===== src/hdl/alert_qualify_regs.svh =====
`ifndef ALERT_QUALIFY_REGS_SVH
`define ALERT_QUALIFY_REGS_SVH
// =====================================================================
// register indices (byte address = index * 4)
`define AQ_IDX_OP_COUNT  7'h46
`define AQ_IDX_OV_COUNT  7'h47
`define AQ_IDX_UV_COUNT  7'h48
`define AQ_IDX_ENABLE    7'h49
`define AQ_IDX_ACTIVE    7'h60
`define AQ_IDX_IRQ_STAT  7'h61
`define AQ_IDX_IRQ_MASK  7'h62
`define AQ_IDX_COMMAND   7'h63
// =====================================================================
// reset values and implemented bits
`define AQ_RST_COUNT     8'h00
`define AQ_RST_ENABLE    24'h000000
`define AQ_ENABLE_IMPL   24'hfffffe
// =====================================================================
// alert source bit positions (channel 1 sits at the group top)
`define AQ_BIT_OC        23
`define AQ_BIT_UC        19
`define AQ_BIT_OV        15
`define AQ_BIT_UV        11
`define AQ_BIT_OP        7
`define AQ_BIT_EN_ACCUM_OVERFLOW   3
`define AQ_BIT_ACC_FULL  2
`define AQ_BIT_CYC_DONE  1
`define AQ_BIT_UNUSED    0
// =====================================================================
// sample-count field layout and codes
`define AQ_FIELD_TOP     7
`define AQ_FIELD_W       2
`define AQ_NEED_CODE0    5'h01
`define AQ_NEED_CODE1    5'h04
`define AQ_NEED_CODE2    5'h08
`define AQ_NEED_CODE3    5'h10
// =====================================================================
// command register bits
`define AQ_CMD_REFRESH   0
`define AQ_CMD_REFRESH_V 1
`endif


===== src/hdl/alert_qualify_pkg.sv =====
package alert_qualify_pkg;
  // =====================================================================
  // raw alert conditions, element 0 is channel 1
  typedef struct packed {
    logic [3:0] hicur;
    logic [3:0] lowcur;
    logic [3:0] hivolt;
    logic [3:0] lowvolt;
    logic       en_accum_overflow;
    logic       acc_full;
    logic       cyc_done;
  } src_cond_t;

  // =====================================================================
  // bus answer state
  typedef enum {BUS_IDLE, BUS_ACK} bus_state_t;
endpackage


===== src/hdl/sample_qualifier.sv =====
`timescale 1ns/1ps
`include "alert_qualify_regs.svh"
module sample_qualifier #(
  parameter int CNT_W = 5
) (
  input  wire logic       sys_clk_i,
  input  wire logic       rst_i,
  input  wire logic       sample_i,
  input  wire logic       cond_i,
  input  wire logic [1:0] sel_i,
  output logic            hit_o
);
  // =====================================================================
  // checks
  if (CNT_W < 5)
  begin : g_bad_width
    $error("counter too narrow for sixteen samples");
  end

  // =====================================================================
  // count decode
  function automatic logic [CNT_W-1:0] count_need(input logic [1:0] sel);
    logic [4:0] n;
    n = `AQ_NEED_CODE0;
    case (sel)
      2'h1:    n = `AQ_NEED_CODE1;
      2'h2:    n = `AQ_NEED_CODE2;
      2'h3:    n = `AQ_NEED_CODE3;
      default: n = `AQ_NEED_CODE0;
    endcase
    return CNT_W'(n);
  endfunction

  logic [CNT_W-1:0] cnt_r;
  logic [CNT_W-1:0] cnt_nxt;
  logic [CNT_W-1:0] need;
  logic             hit_nxt;

  // saturate so a lowered count code still qualifies at once
  assign need    = count_need(sel_i);
  assign cnt_nxt = !cond_i ? '0 : (cnt_r >= need) ? cnt_r : cnt_r + 1'b1;
  assign hit_nxt = cond_i && (cnt_nxt >= need);

  // state only moves on a completed conversion
  always_ff @(posedge sys_clk_i or posedge rst_i)
  begin
    if (rst_i)
    begin
      cnt_r <= '0;
      hit_o <= 1'b0;
    end
    else if (sample_i)
    begin
      cnt_r <= cnt_nxt;
      hit_o <= hit_nxt;
    end
  end

  // =====================================================================
  // assertions
  property p_restart;
    @(posedge sys_clk_i) disable iff (rst_i)
    sample_i && !cond_i |=> !hit_o && (cnt_r == '0);
  endproperty
  a_restart: assert property (p_restart) else $error("counter not restarted");

  property p_four;
    @(posedge sys_clk_i) disable iff (rst_i)
    sample_i && cond_i && (sel_i == 2'h1) && (cnt_r == CNT_W'(3)) |=> hit_o;
  endproperty
  a_four: assert property (p_four) else $error("fourth sample did not qualify");

  property p_sixteen;
    @(posedge sys_clk_i) disable iff (rst_i)
    sample_i && cond_i && (sel_i == 2'h3) && (cnt_r == CNT_W'(14)) && !hit_o |=> !hit_o;
  endproperty
  a_sixteen: assert property (p_sixteen) else $error("qualified before sixteen");

  property p_single;
    @(posedge sys_clk_i) disable iff (rst_i)
    sample_i && cond_i && (sel_i == 2'h0) |=> hit_o;
  endproperty
  a_single: assert property (p_single) else $error("single sample did not qualify");
endmodule


===== src/hdl/alert_qualify_enable.sv =====
// Operation
// - over-power needs 1/4/8/16 consecutive samples
// - over-voltage needs 1/4/8/16 consecutive samples
// - under-voltage needs 1/4/8/16 consecutive samples
// - channel 1 field on top, channel 4 lowest
// - count fields reset to zero, single sample
// - enable bit one enables; all reset zero
// - only enabled sources reach alert output
// - new enables active only after refresh
// - bits 23-20 over-current, 19-16 under-current
// - bits 15-12 OV, 11-8 UV, 7-4 OP
// - bits 3-1 accumulator, count, cycle; 0 zero
// - over-power compares magnitude against limit
`timescale 1ns/1ps
`include "alert_qualify_regs.svh"
module alert_qualify_enable #(
  parameter int NUM_CH = 4,
  parameter int PWR_W  = 24
) (
  input  wire logic                         sys_clk_i,
  input  wire logic                         rst_i,
  input  wire logic [8:0]                   adr_i,
  input  wire logic [31:0]                  dat_i,
  output logic      [31:0]                  dat_o,
  input  wire logic                         we_i,
  input  wire logic [3:0]                   sel_i,
  input  wire logic                         cyc_i,
  input  wire logic                         stb_i,
  output logic                              ack_o,
  input  wire logic                         conv_done_i,
  input  wire logic [NUM_CH-1:0][PWR_W-1:0] power_i,
  input  wire logic [NUM_CH-1:0][PWR_W-1:0] op_limit_i,
  input  wire alert_qualify_pkg::src_cond_t cond_i,
  output logic      [23:0]                  alert_src_o,
  output logic                              alert_o,
  output logic                              irq_o
);
  // =====================================================================
  // checks
  if (NUM_CH != 4)
  begin : g_bad_ch
    $error("register layout holds exactly four channels");
  end
  if (PWR_W < 2)
  begin : g_bad_pwr
    $error("power word too narrow");
  end

  // =====================================================================
  // helpers
  function automatic logic [31:0] merge32(input logic [31:0] old, input logic [31:0] wd, input logic [3:0] be);
    logic [31:0] m;
    m = old;
    for (int b = 0; b < 4; b++)
      if (be[b])
        m[b*8 +: 8] = wd[b*8 +: 8];
    return m;
  endfunction

  // channel 1 holds the top field of a count register
  function automatic logic [1:0] field_sel(input logic [7:0] r, input int ch);
    return r[`AQ_FIELD_TOP - `AQ_FIELD_W*ch -: `AQ_FIELD_W];
  endfunction

  // magnitude test: beyond the limit in either direction
  function automatic logic over_mag(input logic [PWR_W-1:0] p, input logic [PWR_W-1:0] lim);
    logic signed [PWR_W:0] ps;
    logic signed [PWR_W:0] ls;
    ps = {p[PWR_W-1], p};
    ls = {lim[PWR_W-1], lim};
    if (ls < 0)
      ls = -ls;
    return (ps > ls) || (ps < -ls);
  endfunction

  // =====================================================================
  // registers
  logic [7:0]                  op_cnt_r;
  logic [7:0]                  ov_cnt_r;
  logic [7:0]                  uv_cnt_r;
  logic [23:0]                 enable_r;
  logic [23:0]                 active_r;
  logic [23:0]                 status_r;
  logic [23:0]                 mask_r;
  alert_qualify_pkg::bus_state_t bus_r;

  // =====================================================================
  // bus decode
  logic        req;
  logic        wr_go;
  logic        rd_go;
  logic [6:0]  idx;
  logic        hit_op;
  logic        hit_ov;
  logic        hit_uv;
  logic        hit_en;
  logic        hit_act;
  logic        hit_st;
  logic        hit_mk;
  logic        hit_cmd;
  logic        refresh;
  logic [31:0] rd_data;

  // one answer per request; the cycle after ack is idle
  assign req     = cyc_i && stb_i && (bus_r == alert_qualify_pkg::BUS_IDLE);
  assign wr_go   = req && we_i;
  assign rd_go   = req && !we_i;
  assign idx     = adr_i[8:2];
  assign hit_op  = idx == `AQ_IDX_OP_COUNT;
  assign hit_ov  = idx == `AQ_IDX_OV_COUNT;
  assign hit_uv  = idx == `AQ_IDX_UV_COUNT;
  assign hit_en  = idx == `AQ_IDX_ENABLE;
  assign hit_act = idx == `AQ_IDX_ACTIVE;
  assign hit_st  = idx == `AQ_IDX_IRQ_STAT;
  assign hit_mk  = idx == `AQ_IDX_IRQ_MASK;
  assign hit_cmd = idx == `AQ_IDX_COMMAND;
  // either refresh flavour activates the written enables
  assign refresh = wr_go && hit_cmd && sel_i[0] &&
                   (dat_i[`AQ_CMD_REFRESH] || dat_i[`AQ_CMD_REFRESH_V]);

  // unmapped reads answer zero, unmapped writes are dropped
  assign rd_data = hit_op  ? {24'h000000, op_cnt_r} :
                   hit_ov  ? {24'h000000, ov_cnt_r} :
                   hit_uv  ? {24'h000000, uv_cnt_r} :
                   hit_en  ? {8'h00, enable_r} :
                   hit_act ? {8'h00, active_r} :
                   hit_st  ? {8'h00, status_r} :
                   hit_mk  ? {8'h00, mask_r} : 32'h00000000;

  // =====================================================================
  // next register values
  logic [31:0] op_w;
  logic [31:0] ov_w;
  logic [31:0] uv_w;
  logic [31:0] en_w;
  logic [31:0] mk_w;
  logic [23:0] enable_nxt;
  logic [23:0] active_nxt;
  logic [23:0] mask_nxt;

  assign op_w       = merge32({24'h000000, op_cnt_r}, dat_i, sel_i);
  assign ov_w       = merge32({24'h000000, ov_cnt_r}, dat_i, sel_i);
  assign uv_w       = merge32({24'h000000, uv_cnt_r}, dat_i, sel_i);
  assign en_w       = merge32({8'h00, enable_r}, dat_i, sel_i);
  assign mk_w       = merge32({8'h00, mask_r}, dat_i, sel_i);
  assign enable_nxt = (wr_go && hit_en) ? (en_w[23:0] & `AQ_ENABLE_IMPL) : enable_r;
  assign active_nxt = refresh ? enable_r : active_r;
  assign mask_nxt   = (wr_go && hit_mk) ? (mk_w[23:0] & `AQ_ENABLE_IMPL) : mask_r;

  // settings, all zero from reset
  always_ff @(posedge sys_clk_i or posedge rst_i)
  begin
    if (rst_i)
    begin
      op_cnt_r <= `AQ_RST_COUNT;
      ov_cnt_r <= `AQ_RST_COUNT;
      uv_cnt_r <= `AQ_RST_COUNT;
      enable_r <= `AQ_RST_ENABLE;
      active_r <= `AQ_RST_ENABLE;
      mask_r   <= `AQ_RST_ENABLE;
    end
    else
    begin
      op_cnt_r <= (wr_go && hit_op) ? op_w[7:0] : op_cnt_r;
      ov_cnt_r <= (wr_go && hit_ov) ? ov_w[7:0] : ov_cnt_r;
      uv_cnt_r <= (wr_go && hit_uv) ? uv_w[7:0] : uv_cnt_r;
      enable_r <= enable_nxt;
      active_r <= active_nxt;
      mask_r   <= mask_nxt;
    end
  end

  // bus answer: ack one cycle after the request, data with it
  always_ff @(posedge sys_clk_i or posedge rst_i)
  begin
    if (rst_i)
    begin
      bus_r <= alert_qualify_pkg::BUS_IDLE;
      ack_o <= 1'b0;
      dat_o <= 32'h00000000;
    end
    else
    begin
      case (bus_r)
        alert_qualify_pkg::BUS_IDLE:
          bus_r <= req ? alert_qualify_pkg::BUS_ACK : alert_qualify_pkg::BUS_IDLE;
        alert_qualify_pkg::BUS_ACK:
          bus_r <= alert_qualify_pkg::BUS_IDLE;
        default:
          bus_r <= alert_qualify_pkg::BUS_IDLE;
      endcase
      ack_o <= req;
      dat_o <= rd_go ? rd_data : 32'h00000000;
    end
  end

  // =====================================================================
  // qualification per channel
  logic [NUM_CH-1:0] op_cond;
  logic [NUM_CH-1:0] op_hit;
  logic [NUM_CH-1:0] ov_hit;
  logic [NUM_CH-1:0] uv_hit;

  for (genvar ch = 0; ch < NUM_CH; ch++)
  begin : g_ch
    assign op_cond[ch] = over_mag(power_i[ch], op_limit_i[ch]);

    sample_qualifier #(.CNT_W(5)) u_op (
      .sys_clk_i (sys_clk_i),
      .rst_i     (rst_i),
      .sample_i  (conv_done_i),
      .cond_i    (op_cond[ch]),
      .sel_i     (field_sel(op_cnt_r, ch)),
      .hit_o     (op_hit[ch])
    );
    sample_qualifier #(.CNT_W(5)) u_ov (
      .sys_clk_i (sys_clk_i),
      .rst_i     (rst_i),
      .sample_i  (conv_done_i),
      .cond_i    (cond_i.hivolt[ch]),
      .sel_i     (field_sel(ov_cnt_r, ch)),
      .hit_o     (ov_hit[ch])
    );
    sample_qualifier #(.CNT_W(5)) u_uv (
      .sys_clk_i (sys_clk_i),
      .rst_i     (rst_i),
      .sample_i  (conv_done_i),
      .cond_i    (cond_i.lowvolt[ch]),
      .sel_i     (field_sel(uv_cnt_r, ch)),
      .hit_o     (uv_hit[ch])
    );
  end

  // =====================================================================
  // source vector, routing and interrupt
  logic [23:0] raw;
  logic [23:0] routed;
  logic [23:0] status_nxt;
  logic [23:0] st_clr;

  always_comb
  begin
    raw = '0;
    for (int ch = 0; ch < NUM_CH; ch++)
    begin
      raw[`AQ_BIT_OC - ch] = cond_i.hicur[ch];
      raw[`AQ_BIT_UC - ch] = cond_i.lowcur[ch];
      raw[`AQ_BIT_OV - ch] = ov_hit[ch];
      raw[`AQ_BIT_UV - ch] = uv_hit[ch];
      raw[`AQ_BIT_OP - ch] = op_hit[ch];
    end
    raw[`AQ_BIT_EN_ACCUM_OVERFLOW]  = cond_i.en_accum_overflow;
    raw[`AQ_BIT_ACC_FULL] = cond_i.acc_full;
    raw[`AQ_BIT_CYC_DONE] = cond_i.cyc_done;
  end

  // the pin sees the active set, not the freshly written one
  assign routed     = raw & active_r & `AQ_ENABLE_IMPL;
  assign st_clr     = (wr_go && hit_st) ? (dat_i[23:0] & {{8{sel_i[2]}}, {8{sel_i[1]}}, {8{sel_i[0]}}}) : 24'h000000;
  // a new rising source beats a write-one clear in the same cycle
  assign status_nxt = (status_r & ~st_clr) | (routed & ~alert_src_o);

  always_ff @(posedge sys_clk_i or posedge rst_i)
  begin
    if (rst_i)
    begin
      alert_src_o <= 24'h000000;
      alert_o     <= 1'b0;
      status_r    <= 24'h000000;
      irq_o       <= 1'b0;
    end
    else
    begin
      alert_src_o <= routed;
      alert_o     <= |routed;
      status_r    <= status_nxt;
      irq_o       <= |(status_nxt & mask_nxt); // new mask counts at once, no lag
    end
  end

  // =====================================================================
  // assertions
  property p_route_gated;
    @(posedge sys_clk_i) disable iff (rst_i)
    ##1 (alert_src_o & ~$past(active_r)) == 24'h000000;
  endproperty
  a_route_gated: assert property (p_route_gated) else $error("disabled source reached alert");

  property p_active_hold;
    @(posedge sys_clk_i) disable iff (rst_i)
    !refresh |=> $stable(active_r);
  endproperty
  a_active_hold: assert property (p_active_hold) else $error("enables moved without refresh");

  property p_refresh_load;
    @(posedge sys_clk_i) disable iff (rst_i)
    refresh |=> active_r == $past(enable_r);
  endproperty
  a_refresh_load: assert property (p_refresh_load) else $error("refresh did not load enables");

  property p_oc_ch1;
    @(posedge sys_clk_i) disable iff (rst_i)
    cond_i.hicur[0] && active_r[23] |=> alert_src_o[23] && alert_o;
  endproperty
  a_oc_ch1: assert property (p_oc_ch1) else $error("over-current channel 1 not routed");

  property p_op_ch4;
    @(posedge sys_clk_i) disable iff (rst_i)
    op_hit[3] && active_r[4] |=> alert_src_o[4];
  endproperty
  a_op_ch4: assert property (p_op_ch4) else $error("over-power channel 4 not routed");

  property p_bit0_zero;
    @(posedge sys_clk_i) disable iff (rst_i)
    !enable_r[0] && !alert_src_o[0];
  endproperty
  a_bit0_zero: assert property (p_bit0_zero) else $error("unimplemented enable bit set");

  property p_op_mag;
    @(posedge sys_clk_i) disable iff (rst_i)
    ($signed(power_i[0]) < -$signed(op_limit_i[0])) && !op_limit_i[0][PWR_W-1] |-> op_cond[0];
  endproperty
  a_op_mag: assert property (p_op_mag) else $error("negative over-power missed");

  property p_field_ch1;
    @(posedge sys_clk_i) disable iff (rst_i)
    wr_go && hit_op && sel_i[0] |=> op_cnt_r[7:6] == $past(dat_i[7:6]);
  endproperty
  a_field_ch1: assert property (p_field_ch1) else $error("channel 1 field misplaced");

  property p_ack_once;
    @(posedge sys_clk_i) disable iff (rst_i)
    ack_o |=> !ack_o;
  endproperty
  a_ack_once: assert property (p_ack_once) else $error("ack held two cycles");

  property p_irq;
    @(posedge sys_clk_i) disable iff (rst_i)
    ##1 irq_o == |(status_r & mask_r);
  endproperty
  a_irq: assert property (p_irq) else $error("interrupt disagrees with status");
endmodule


===== config.mk =====
export PLATFORM = sky130hd
export DESIGN_NAME = alert_qualify_enable
export DESIGN_NICKNAME = d
export VERILOG_FILES = /design/src/hdl/alert_qualify_pkg.sv /design/src/hdl/sample_qualifier.sv /design/src/hdl/alert_qualify_enable.sv
export VERILOG_INCLUDE_DIRS = /design/src /design/src/hdl
export SDC_FILE = /design/constraint.sdc
export NUM_CORES = 1
export LEC_CHECK = 0
export ABC_AREA = 1
export BUFFER_PORTS_ARGS = -buffer_cell sky130_fd_sc_hd__buf_2
export CAP_MARGIN = 0
export CORE_UTILIZATION = 28
export CTS_CLUSTER_DIAMETER = 120
export DETAILED_ROUTE_END_ITERATION = 16
export PLACE_DENSITY = 0.43
export SYNTH_ARGS = -nofsm -noshare
export SYNTH_HDL_FRONTEND = slang
export SYNTH_SLANG_ARGS = --single-unit

===== constraint.sdc =====
create_clock -name sys_clk_i -period 9.15 [get_ports sys_clk_i]
set_input_delay 1.83 -clock sys_clk_i [delete_from_list [all_inputs] [get_ports sys_clk_i]]
set_output_delay 1.83 -clock sys_clk_i [all_outputs]
set_load 0.01 [all_outputs]

==> results of run 1 <==
per-stage QoR:
stage | worst slack [ps] | cells
detailed placement | 2240 | 4453
global route | 2210 | 4511
global placement | 2250 | 4453
CTS | 2850 | 4507
finish | 2850 | 4511
floorplan | 732 | 3147
area by class of cell:
class	count	area, um^2	share of cell area (%)
Tap cell	1050	1310	5.04
Clock inverter	15	180	0.691
Clock buffer	39	813	3.12
Antenna cell	4	10.0	0.0384
Inverter	453	1710	6.55
Multi-Input combinational cell	2400	14400	55.4
Sequential cell	240	6010	23.0
Timing Repair Buffer	310	1590	6.10
worst paths after layout:
| path | slack (ps) | startpoint | depth (start not counted) | endpoint |
|---|---|---|---|---|
| setup reg to reg | 5890 | uv_cnt_r[1] | 17 | g_ch[3].u_uv.hit_o |
| setup / recovery | 2850 | op_limit_i[72] | 38 | g_ch[3].u_op.hit_o |
| min in group asynchronous | 1350 | rst_i | 2 | g_ch[3].u_ov.cnt_r[3] |
| hold / removal | 480 | g_ch[1].u_op.hit_o | 2 | g_ch[1].u_op.hit_o |
| max in group asynchronous | 6520 | rst_i | 3 | g_ch[0].u_op.cnt_r[1] |
| hold reg to reg | 480 | g_ch[1].u_op.hit_o | 2 | g_ch[1].u_op.hit_o |
kinds of logic (layout without fill, tap and decap cells):
group	after synthesis	in the layout
buffers and inverters	507	817
XOR/XNOR	138	138
AND/OR/NAND/NOR	1340	1340
adder cells (fa/ha/maj)	308	308
multiplexers	34	34
other	2	17
AO/OA/AOI/OAI	567	567
flip-flops	240	240
sequential cells by signal, indices dropped and copies added (netlist names):
| signal | cells |
|---|---|
| alert_src_o | 23 |
| enable_r | 23 |
| irq_o | 1 |
| op_cnt_r | 8 |
| alert_o | 1 |
| mask_r | 24 |
| uv_cnt_r | 8 |
| g_ch.u_uv.cnt_r | 20 |
| g_ch.u_ov.cnt_r | 20 |
| g_ch.u_uv.hit_o | 4 |
| g_ch.u_ov.hit_o | 4 |
| active_r | 23 |
| ov_cnt_r | 8 |
| g_ch.u_op.cnt_r | 20 |
| status_r | 24 |
| bus_r | 1 |
| dat_o | 24 |
| g_ch.u_op.hit_o | 4 |
report_power, final:
part           total [W]  internal (W)  switching [W]  leakage (nW)
logic            0.00138      0.000536       0.000848          9.76
clock network    0.00121      0.000712       0.000494         0.484
registers        0.00124       0.00115      0.0000909          3.21
layout by cell type, fill, tap and decap left out, types with 15 or more instances in the layout:
cell and count:
nor3_1 70, o22ai_1 21, buf_2 300, o21a_1 16, nand2_1 705, xor2_1 118
o21ai_0 278, mux2_2 34, nor4_1 33, or2_2 19, ha_1 308, nand4_1 69
inv_1 439, nand3_1 141, xnor2_1 20, nor2_1 263, a21oi_1 157, o31ai_1 15
clkbuf_16 29, dfrtp_1 240
routing by layer:
layer  up-vias  GRT usage (%)  share of wire [%]
li1      11100              -                  -
met1      9579           23.6                 49
met2       278           29.1                 46
met3        74           2.68                3.8
met4        16           2.72                1.5
met5         -              0               0.13
tightest hold or removal path, delay by kind of cell, from the launching register on:
| family | cells | cell delay [ps] |
|---|---|---|
| flops | 1 | 340 |
| simple gates | 2 | 110 |
==> reports/results.txt, run 1 <==
CP most frequent cell: nand2_1
Clock Skews: 22.5 ps
count leader, synth: nand2_1
ys flop type: dfrtp_1
Req. time, crit path: 9630 ps
total grt overflow: 0
PortBufs: 300
vias per cell: 4.66
latest clock arrival within the worst-skew pair: 590 ps
Final min period: 6300 ps
Max Freq: 159 MHz
Initial DRC Count: 1131
worst-margin pin slew: 1150 ps
Max-Cap Viols: 0
Adder-Cell Fraction of Synth Area: 17.3%
# clock sinks: 240
# rows: 103
Setup Fix Bufs, Post-CTS: 0
synth top area cells: dfrtp_1 (27%), ha_1 (17%), nand2_1 (12%)
first-pass GRT wire length: 114000 um
CP top delay family: simple AND/OR/NAND/NOR gates
XOR/XNOR Fraction of Synth Area: 5.41%
Routed WL: 70500 um
Mapped Area: 0.0223 mm^2
Leak: 13.5 nW
Gate Count Post-Synth: 3136
Max transition margin: 23.4%
max incr delay on CP: 310 ps
cts repair resizes: 0
largest family of logic cells by synthesized area: simple AND/OR/NAND/NOR gates
layout cells sized above 1: 13.1%
depth of the CTS H-tree: 1
nets@finish: 4004
CTS max path bufs: 3
# hold bufs at CTS: 0
status: complete, no violations
I/O pin count: 321
RSZ-0062 raised after global routing: false
Worst setup EP type: register
vias in the first global route: 20.8k
Commonest cells post-synth: nand2_1 (705), inv_1 (440), ha_1 (308)
total negative setup slack: 0 ps
critical path type: in -> reg
largest net degree at the start of global routing: 156
Design Area, Final: 0.0261 mm^2
post-synthesis sequential area ratio: 26.9%
CP Launch Type: input port
Die Footprint: 0.0809 mm^2
Syn Area/Cell: 7.12 um^2
Buf/Inv on CP: 5
WHS: 476 ps
critical path data arrival time: 6780 ps
complex-gate fraction of the synthesized area: 14.2%
Total Power: 0.00383 W
Peak supply drop: 0.146 mV
TritonCTS clock tree: done
share of Yosys cell area claimed by the top area cell type: 26.9%
number of CTS-inserted buffers: 29
Hold Crit Class: reg -> reg
core footprint: 0.0790 mm^2
Root Buffer: clkbuf_16
# setup viols final: 0
# DRC: 0
P&R area growth vs syn: 16.6%
initial core utilization: 28.3%
worst-path maximum fanout: 5
via count: 21.0k
fill count: 8666
Ys Warns: 0
DPL Wire Length: 57400 um
EDFF count, synth: 0
Slew Viols, Final: 0
Final Util: 33.0%
placed cell area: 0.0251 mm^2
antenna violations before repair: 15
Slowest cell on crit path: nor4_1
die height: 284 um
routability cong.: 0.833
per-cell routed wire length: 15.6 um
#FFs+latches synth: 240
Synth Area in Simple Gates: 25.8%
Netlist cell types: 50
1st-pass router iterations: 5
Final Hold Viols: 0
Clock transition at path regs: 60 ps
ANT nets after route: 0
Final Cycle Share: 68.9%
cell taking the most area after synthesis: dfrtp_1
power per cell area: 147 mW/mm^2
FFs w/ async S/R, synth: 100%
gr usage total: 17.3%
chip width: 284 um
post-synthesis mux area share: 1.71%
Note: power is estimated with default switching activity, not from simulation.
==> run 2, diff against run 1 <==
==> constraint.sdc (replaced) <==
create_clock -name sys_clk_i -period 6.45 [get_ports sys_clk_i]
set_input_delay 1.29 -clock sys_clk_i [delete_from_list [all_inputs] [get_ports sys_clk_i]]
set_output_delay 1.29 -clock sys_clk_i [all_outputs]
set_load 0.01 [all_outputs]
==> run 2 against run 1 <==
Net effect: register-to-register slack worse by 2800 ps; combinational power is 43% higher; die area stayed put; first-iteration DRC count is 8.6% lower; via count is 0.15% lower; cell count is 0.20% higher; clock skew is 3.1 ps higher; critical endpoint unchanged; highest routed layer unchanged.
==> reports/results.txt, run 2 (synthesis results as in run 1) <==
status: complete, no violations
Clock Skews: 25.6 ps
Max transition margin: 26.1%
depth of the CTS H-tree: 1
P&R area growth vs syn: 17.2%
# setup viols final: 0
top flop regs: dat_o: 24 flops, mask_r: 24 flops, status_r: 24 flops
die height: 284 um
ANT nets after route: 0
CP most frequent cell: nand2_1
Leak: 13.5 nW
antenna violations before repair: 10
Max Freq: 177 MHz
Slowest cell on crit path: ha_1
via count: 21.0k
first-pass GRT wire length: 113000 um
1st-pass router iterations: 5
per-cell routed wire length: 15.5 um
nets@finish: 4015
# rows: 103
# hold bufs at CTS: 0
chip width: 284 um
total negative setup slack: 0 ps
placed instance count: 4465
vias in the first global route: 20.9k
largest net degree at the start of global routing: 119
placed cell area: 0.0251 mm^2
power per cell area: 210 mW/mm^2
Final min period: 5650 ps
Design Area, Final: 0.0262 mm^2
worst-path maximum fanout: 4
DPL Wire Length: 57500 um
# DRC: 0
initial core utilization: 28.3%
cts repair resizes: 0
Die Footprint: 0.0809 mm^2
CTS max path bufs: 3
Req. time, crit path: 6930 ps
critical path type: in -> reg
vias per cell: 4.65
Slew Viols, Final: 0
Setup Fix Bufs, Post-CTS: 0
Initial DRC Count: 1034
commonest cells after routing, fill and taps aside: nand2_1 (705), inv_1 (439), ha_1 (308)
latest clock arrival within the worst-skew pair: 580 ps
TritonCTS clock tree: done
worst-margin pin slew: 1100 ps
layout cells sized above 1: 13.3%
I/O pin count: 321
core footprint: 0.0790 mm^2
critical path data arrival time: 6130 ps
Max-Cap Viols: 0
most common cell after layout, fill and taps aside: nand2_1
non-filler cells, final: 4520
Routed WL: 70000 um
total grt overflow: 0
gr usage total: 17.2%
Total Power: 0.00550 W
number of CTS-inserted buffers: 28
CP Launch Type: input port
Root Buffer: clkbuf_16
Hold Crit Class: reg -> reg
routability cong.: 0.831
# clock sinks: 240
Final Hold Viols: 0
worst setup margin: 797 ps
PortBufs: 300
Final Cycle Share: 87.6%
Worst setup EP type: register
RSZ-0062 raised after global routing: false
Clock transition at path regs: 60 ps
max incr delay on CP: 290 ps
pre-CTS WS: 148 ps
Peak supply drop: 0.208 mV
-- run 2: cell types whose count changed in the layout (fill, tap and decap cells not counted), sizes merged --
cell,change
inv,-2
bufinv,+3
buf,+12
clkinv,-3
clkbuf,-1
-- run 2: final timing paths --
kind	from	cells after the start	slack [ps]	end
worst max-delay path	op_limit_i[72]	38	800	g_ch[3].u_op.hit_o
worst max register to register	uv_cnt_r[5]	17	3040	g_ch[1].u_uv.hit_o
worst min register to register	g_ch[3].u_op.hit_o	2	480	g_ch[3].u_op.hit_o
worst min-delay path	g_ch[3].u_op.hit_o	2	480	g_ch[3].u_op.hit_o
min in group asynchronous	rst_i	2	770	status_r[11]
max in group asynchronous	rst_i	3	4370	alert_o
-- run 2: report_power, final --
part           internal (W)  switching, W  leakage, nW
Clock               0.00109      0.000687        0.493
Combinational      0.000765       0.00121         9.81
Sequential          0.00163      0.000128         3.21
-- run 2: critical path: cells and delay by family --
kind	cells	cell delay, ps
AND/OR/NAND/NOR	27	3210
adder cells (fa/ha/maj)	4	960
XOR/XNOR	1	150
buffers and inverters	5	450
AO/OA/AOI/OAI	1	70
-- run 2: layer usage --
metal	vias to the layer above	share of wire [%]	global-route usage, %
met4	14	1.6	2.92
li1	11100	-	-
met3	76	3.5	2.41
met5	-	0.12	0
met1	9495	49	23.5
met2	288	46	29.1
-- run 2: area by class of cell --
class	instances	area, um^2
Tap cell	1050	1310
Antenna cell	4	10.0
Inverter	453	1700
Multi-Input combinational cell	2400	14400
Fill cell	8629	52800
Sequential cell	240	6010
Clock buffer	38	778
Clock inverter	13	245
Timing Repair Buffer	322	1680
-- run 2: stage by stage --
| step | utilization (%) | hold WS (ps) |
|---|---|---|
| final | 33.1 | 484 |
| after global routing | 33.1 | 499 |
| after CTS | 33.1 | 488 |
| after detailed placement | 31.8 | 471 |
| after global placement | 31.8 | 467 |
| after floorplan | - | 449 |
==> run 3, diff against run 2 <==
--- a/config.mk
+++ b/config.mk
@@ -9,10 +9,10 @@
 export ABC_AREA = 1
 export BUFFER_PORTS_ARGS = -buffer_cell sky130_fd_sc_hd__buf_2
 export CAP_MARGIN = 0
-export CORE_UTILIZATION = 28
+export CORE_UTILIZATION = 55
 export CTS_CLUSTER_DIAMETER = 120
 export DETAILED_ROUTE_END_ITERATION = 16
-export PLACE_DENSITY = 0.43
+export PLACE_DENSITY = 0.75
 export SYNTH_ARGS = -nofsm -noshare
 export SYNTH_HDL_FRONTEND = slang
 export SYNTH_SLANG_ARGS = --single-unit
==> run 3 against run 2 <==
Net effect: highest routed layer unchanged; die area down 49%; critical endpoint unchanged; cell count down 12%; routed wire length down 13%; sequential power about the same.
==> reports/results.txt, run 3 (synthesis results as in run 1) <==
Max-Cap Viols: 0
max incr delay on CP: 310 ps
gr usage total: 29.3%
core footprint: 0.0399 mm^2
RSZ-0062 raised after global routing: false
Req. time, crit path: 6870 ps
layout cells sized above 1: 12.7%
Slew Viols, Final: 0
# hold bufs at CTS: 0
Leak: 13.3 nW
vias in the first global route: 21.4k
top flop regs: dat_o: 24 flops, mask_r: 24 flops, status_r: 24 flops
switching power of the nets: 0.00194 W
most common cell after layout, fill and taps aside: nand2_1
# setup viols final: 0
DPL Wire Length: 49200 um
Flop pwr share: 34.5%
CP Launch Type: input port
I/O pin count: 321
Initial DRC Count: 1560
worst-margin pin slew: 1190 ps
R2R setup slack: 3080 ps
critical path data arrival time: 6050 ps
TritonCTS clock tree: done
P&R area growth vs syn: 12.6%
WHS: 490 ps
power per cell area: 203 mW/mm^2
Final Cycle Share: 87.4%
Hold Crit Class: reg -> reg
commonest cells after routing, fill and taps aside: nand2_1 (705), inv_1 (439), ha_1 (308)
sw frac: 38.1%
PortBufs: 300
nets@finish: 3998
Slowest cell on crit path: ha_1
# clock sinks: 240
Stages on worst setup path: 38
Die Footprint: 0.0414 mm^2
CTS max path bufs: 3
largest net degree at the start of global routing: 132
Buf/Inv on CP: 5
vias per cell: 5.56
via count: 22.1k
P_int: 0.00316 W
Max transition margin: 20.9%
Peak supply drop: 0.192 mV
worst r2r path cells: 18
# DRC: 0
first-pass GRT wire length: 101000 um
initial core utilization: 56.0%
Root Buffer: clkbuf_16
fill count: 3643
Max Freq: 177 MHz
hold path cells: 2
1st-pass router iterations: 7
total grt overflow: 0
routability cong.: 0.934
Clock Skews: 12.1 ps
Setup Fix Bufs, Post-CTS: 0
per-cell routed wire length: 15.3 um
Clock transition at path regs: 60 ps
total negative setup slack: 0 ps
Clock power frac: 26.4%
Combinational Power Share: 39.1%
antenna violations before repair: 16
chip width: 204 um
# rows: 73
cts repair resizes: 0
die height: 204 um
critical path type: in -> reg
CP most frequent cell: nand2_1
Worst setup EP type: register
number of CTS-inserted buffers: 24
Routed WL: 61000 um
worst-path maximum fanout: 4
latest clock arrival within the worst-skew pair: 530 ps
Final Hold Viols: 0
Final min period: 5640 ps
ANT nets after route: 0
depth of the CTS H-tree: 1
CP top delay family: simple AND/OR/NAND/NOR gates
status: complete, no violations
[run 3: changes by cell type in the layout (fill, tap and decap cells not counted), moves of 3 or more]
cell / previous run / this run
bufinv_16: 6 / 0
clkbuf_16: 28 / 25
buf_4: 21 / 8
diode_2: 4 / 9
clkbuf_1: 6 / 9
[run 3: routing by layer]
layer / vias up / GRT usage [%] / wire [um]
li1: 11100 / - / -
met1: 10300 / 38.5 / 27400
met2: 628 / 49.1 / 28200
met3: 123 / 5.58 / 3810
met4: 14 / 8.00 / 1560
met5: - / 0 / 90
[run 3: path summary, 6_finish.rpt]
kind | from | endpoint
min | g_ch[1].u_op.hit_o | g_ch[1].u_op.hit_o
min reg2reg | g_ch[1].u_op.hit_o | g_ch[1].u_op.hit_o
max in group asynchronous | rst_i | mask_r[21]
max | op_limit_i[72] | g_ch[3].u_op.hit_o
min in group asynchronous | rst_i | g_ch[3].u_uv.cnt_r[3]
max reg2reg | uv_cnt_r[3] | g_ch[2].u_uv.hit_o
[run 3: worst register-to-register path, delay by kind of cell (launching register included)]
kind	cells	cell delay (ps)
adders and majority gates	2	640
AOI/OAI and AO/OA	2	390
buffers and inverters	3	220
and+or+nand+nor	11	1580
DFF	1	460
[run 3: metrics by stage]
| step | power [W] | cell area, um^2 | std cells | util (%) | setup WS (ps) |
|---|---|---|---|---|---|
| 2_1_floorplan | 0.00322 | 22400 | 3147 | - | 1160 |
| 3_3_place_gp | 0.00365 | 24400 | 3927 | 61.1 | 453 |
| 3_5_place_dp | 0.00376 | 24400 | 3927 | 61.1 | 297 |
| 4_1_cts | 0.00511 | 25100 | 3970 | 62.9 | 839 |
| 5_1_grt | 0.00553 | 25100 | 3977 | 63.0 | 130 |
| 6_report | 0.00510 | 25100 | 3979 | 63.0 | 812 |
[run 3: cell type report]
cell class	count	area (um^2)	share of cell area, %
Antenna cell	9	22.5	0.0896
Clock buffer	38	714	2.84
Clock inverter	5	27.5	0.109
Inverter	453	1700	6.78
Multi-Input combinational cell	2400	14400	57.4
Sequential cell	240	6010	23.9
Tap cell	525	657	2.61
Timing Repair Buffer	309	1580	6.29
[run 3: power by group through the flow]
stage / registers, W / clock network, W / logic, W
floorplan: 0.00174 / 0 / 0.00148
global placement: 0.00178 / 0 / 0.00187
detailed placement: 0.00178 / 0 / 0.00198
CTS: 0.00176 / 0.00136 / 0.00199
global route: 0.00178 / 0.00143 / 0.00233
finish: 0.00176 / 0.00135 / 0.00200
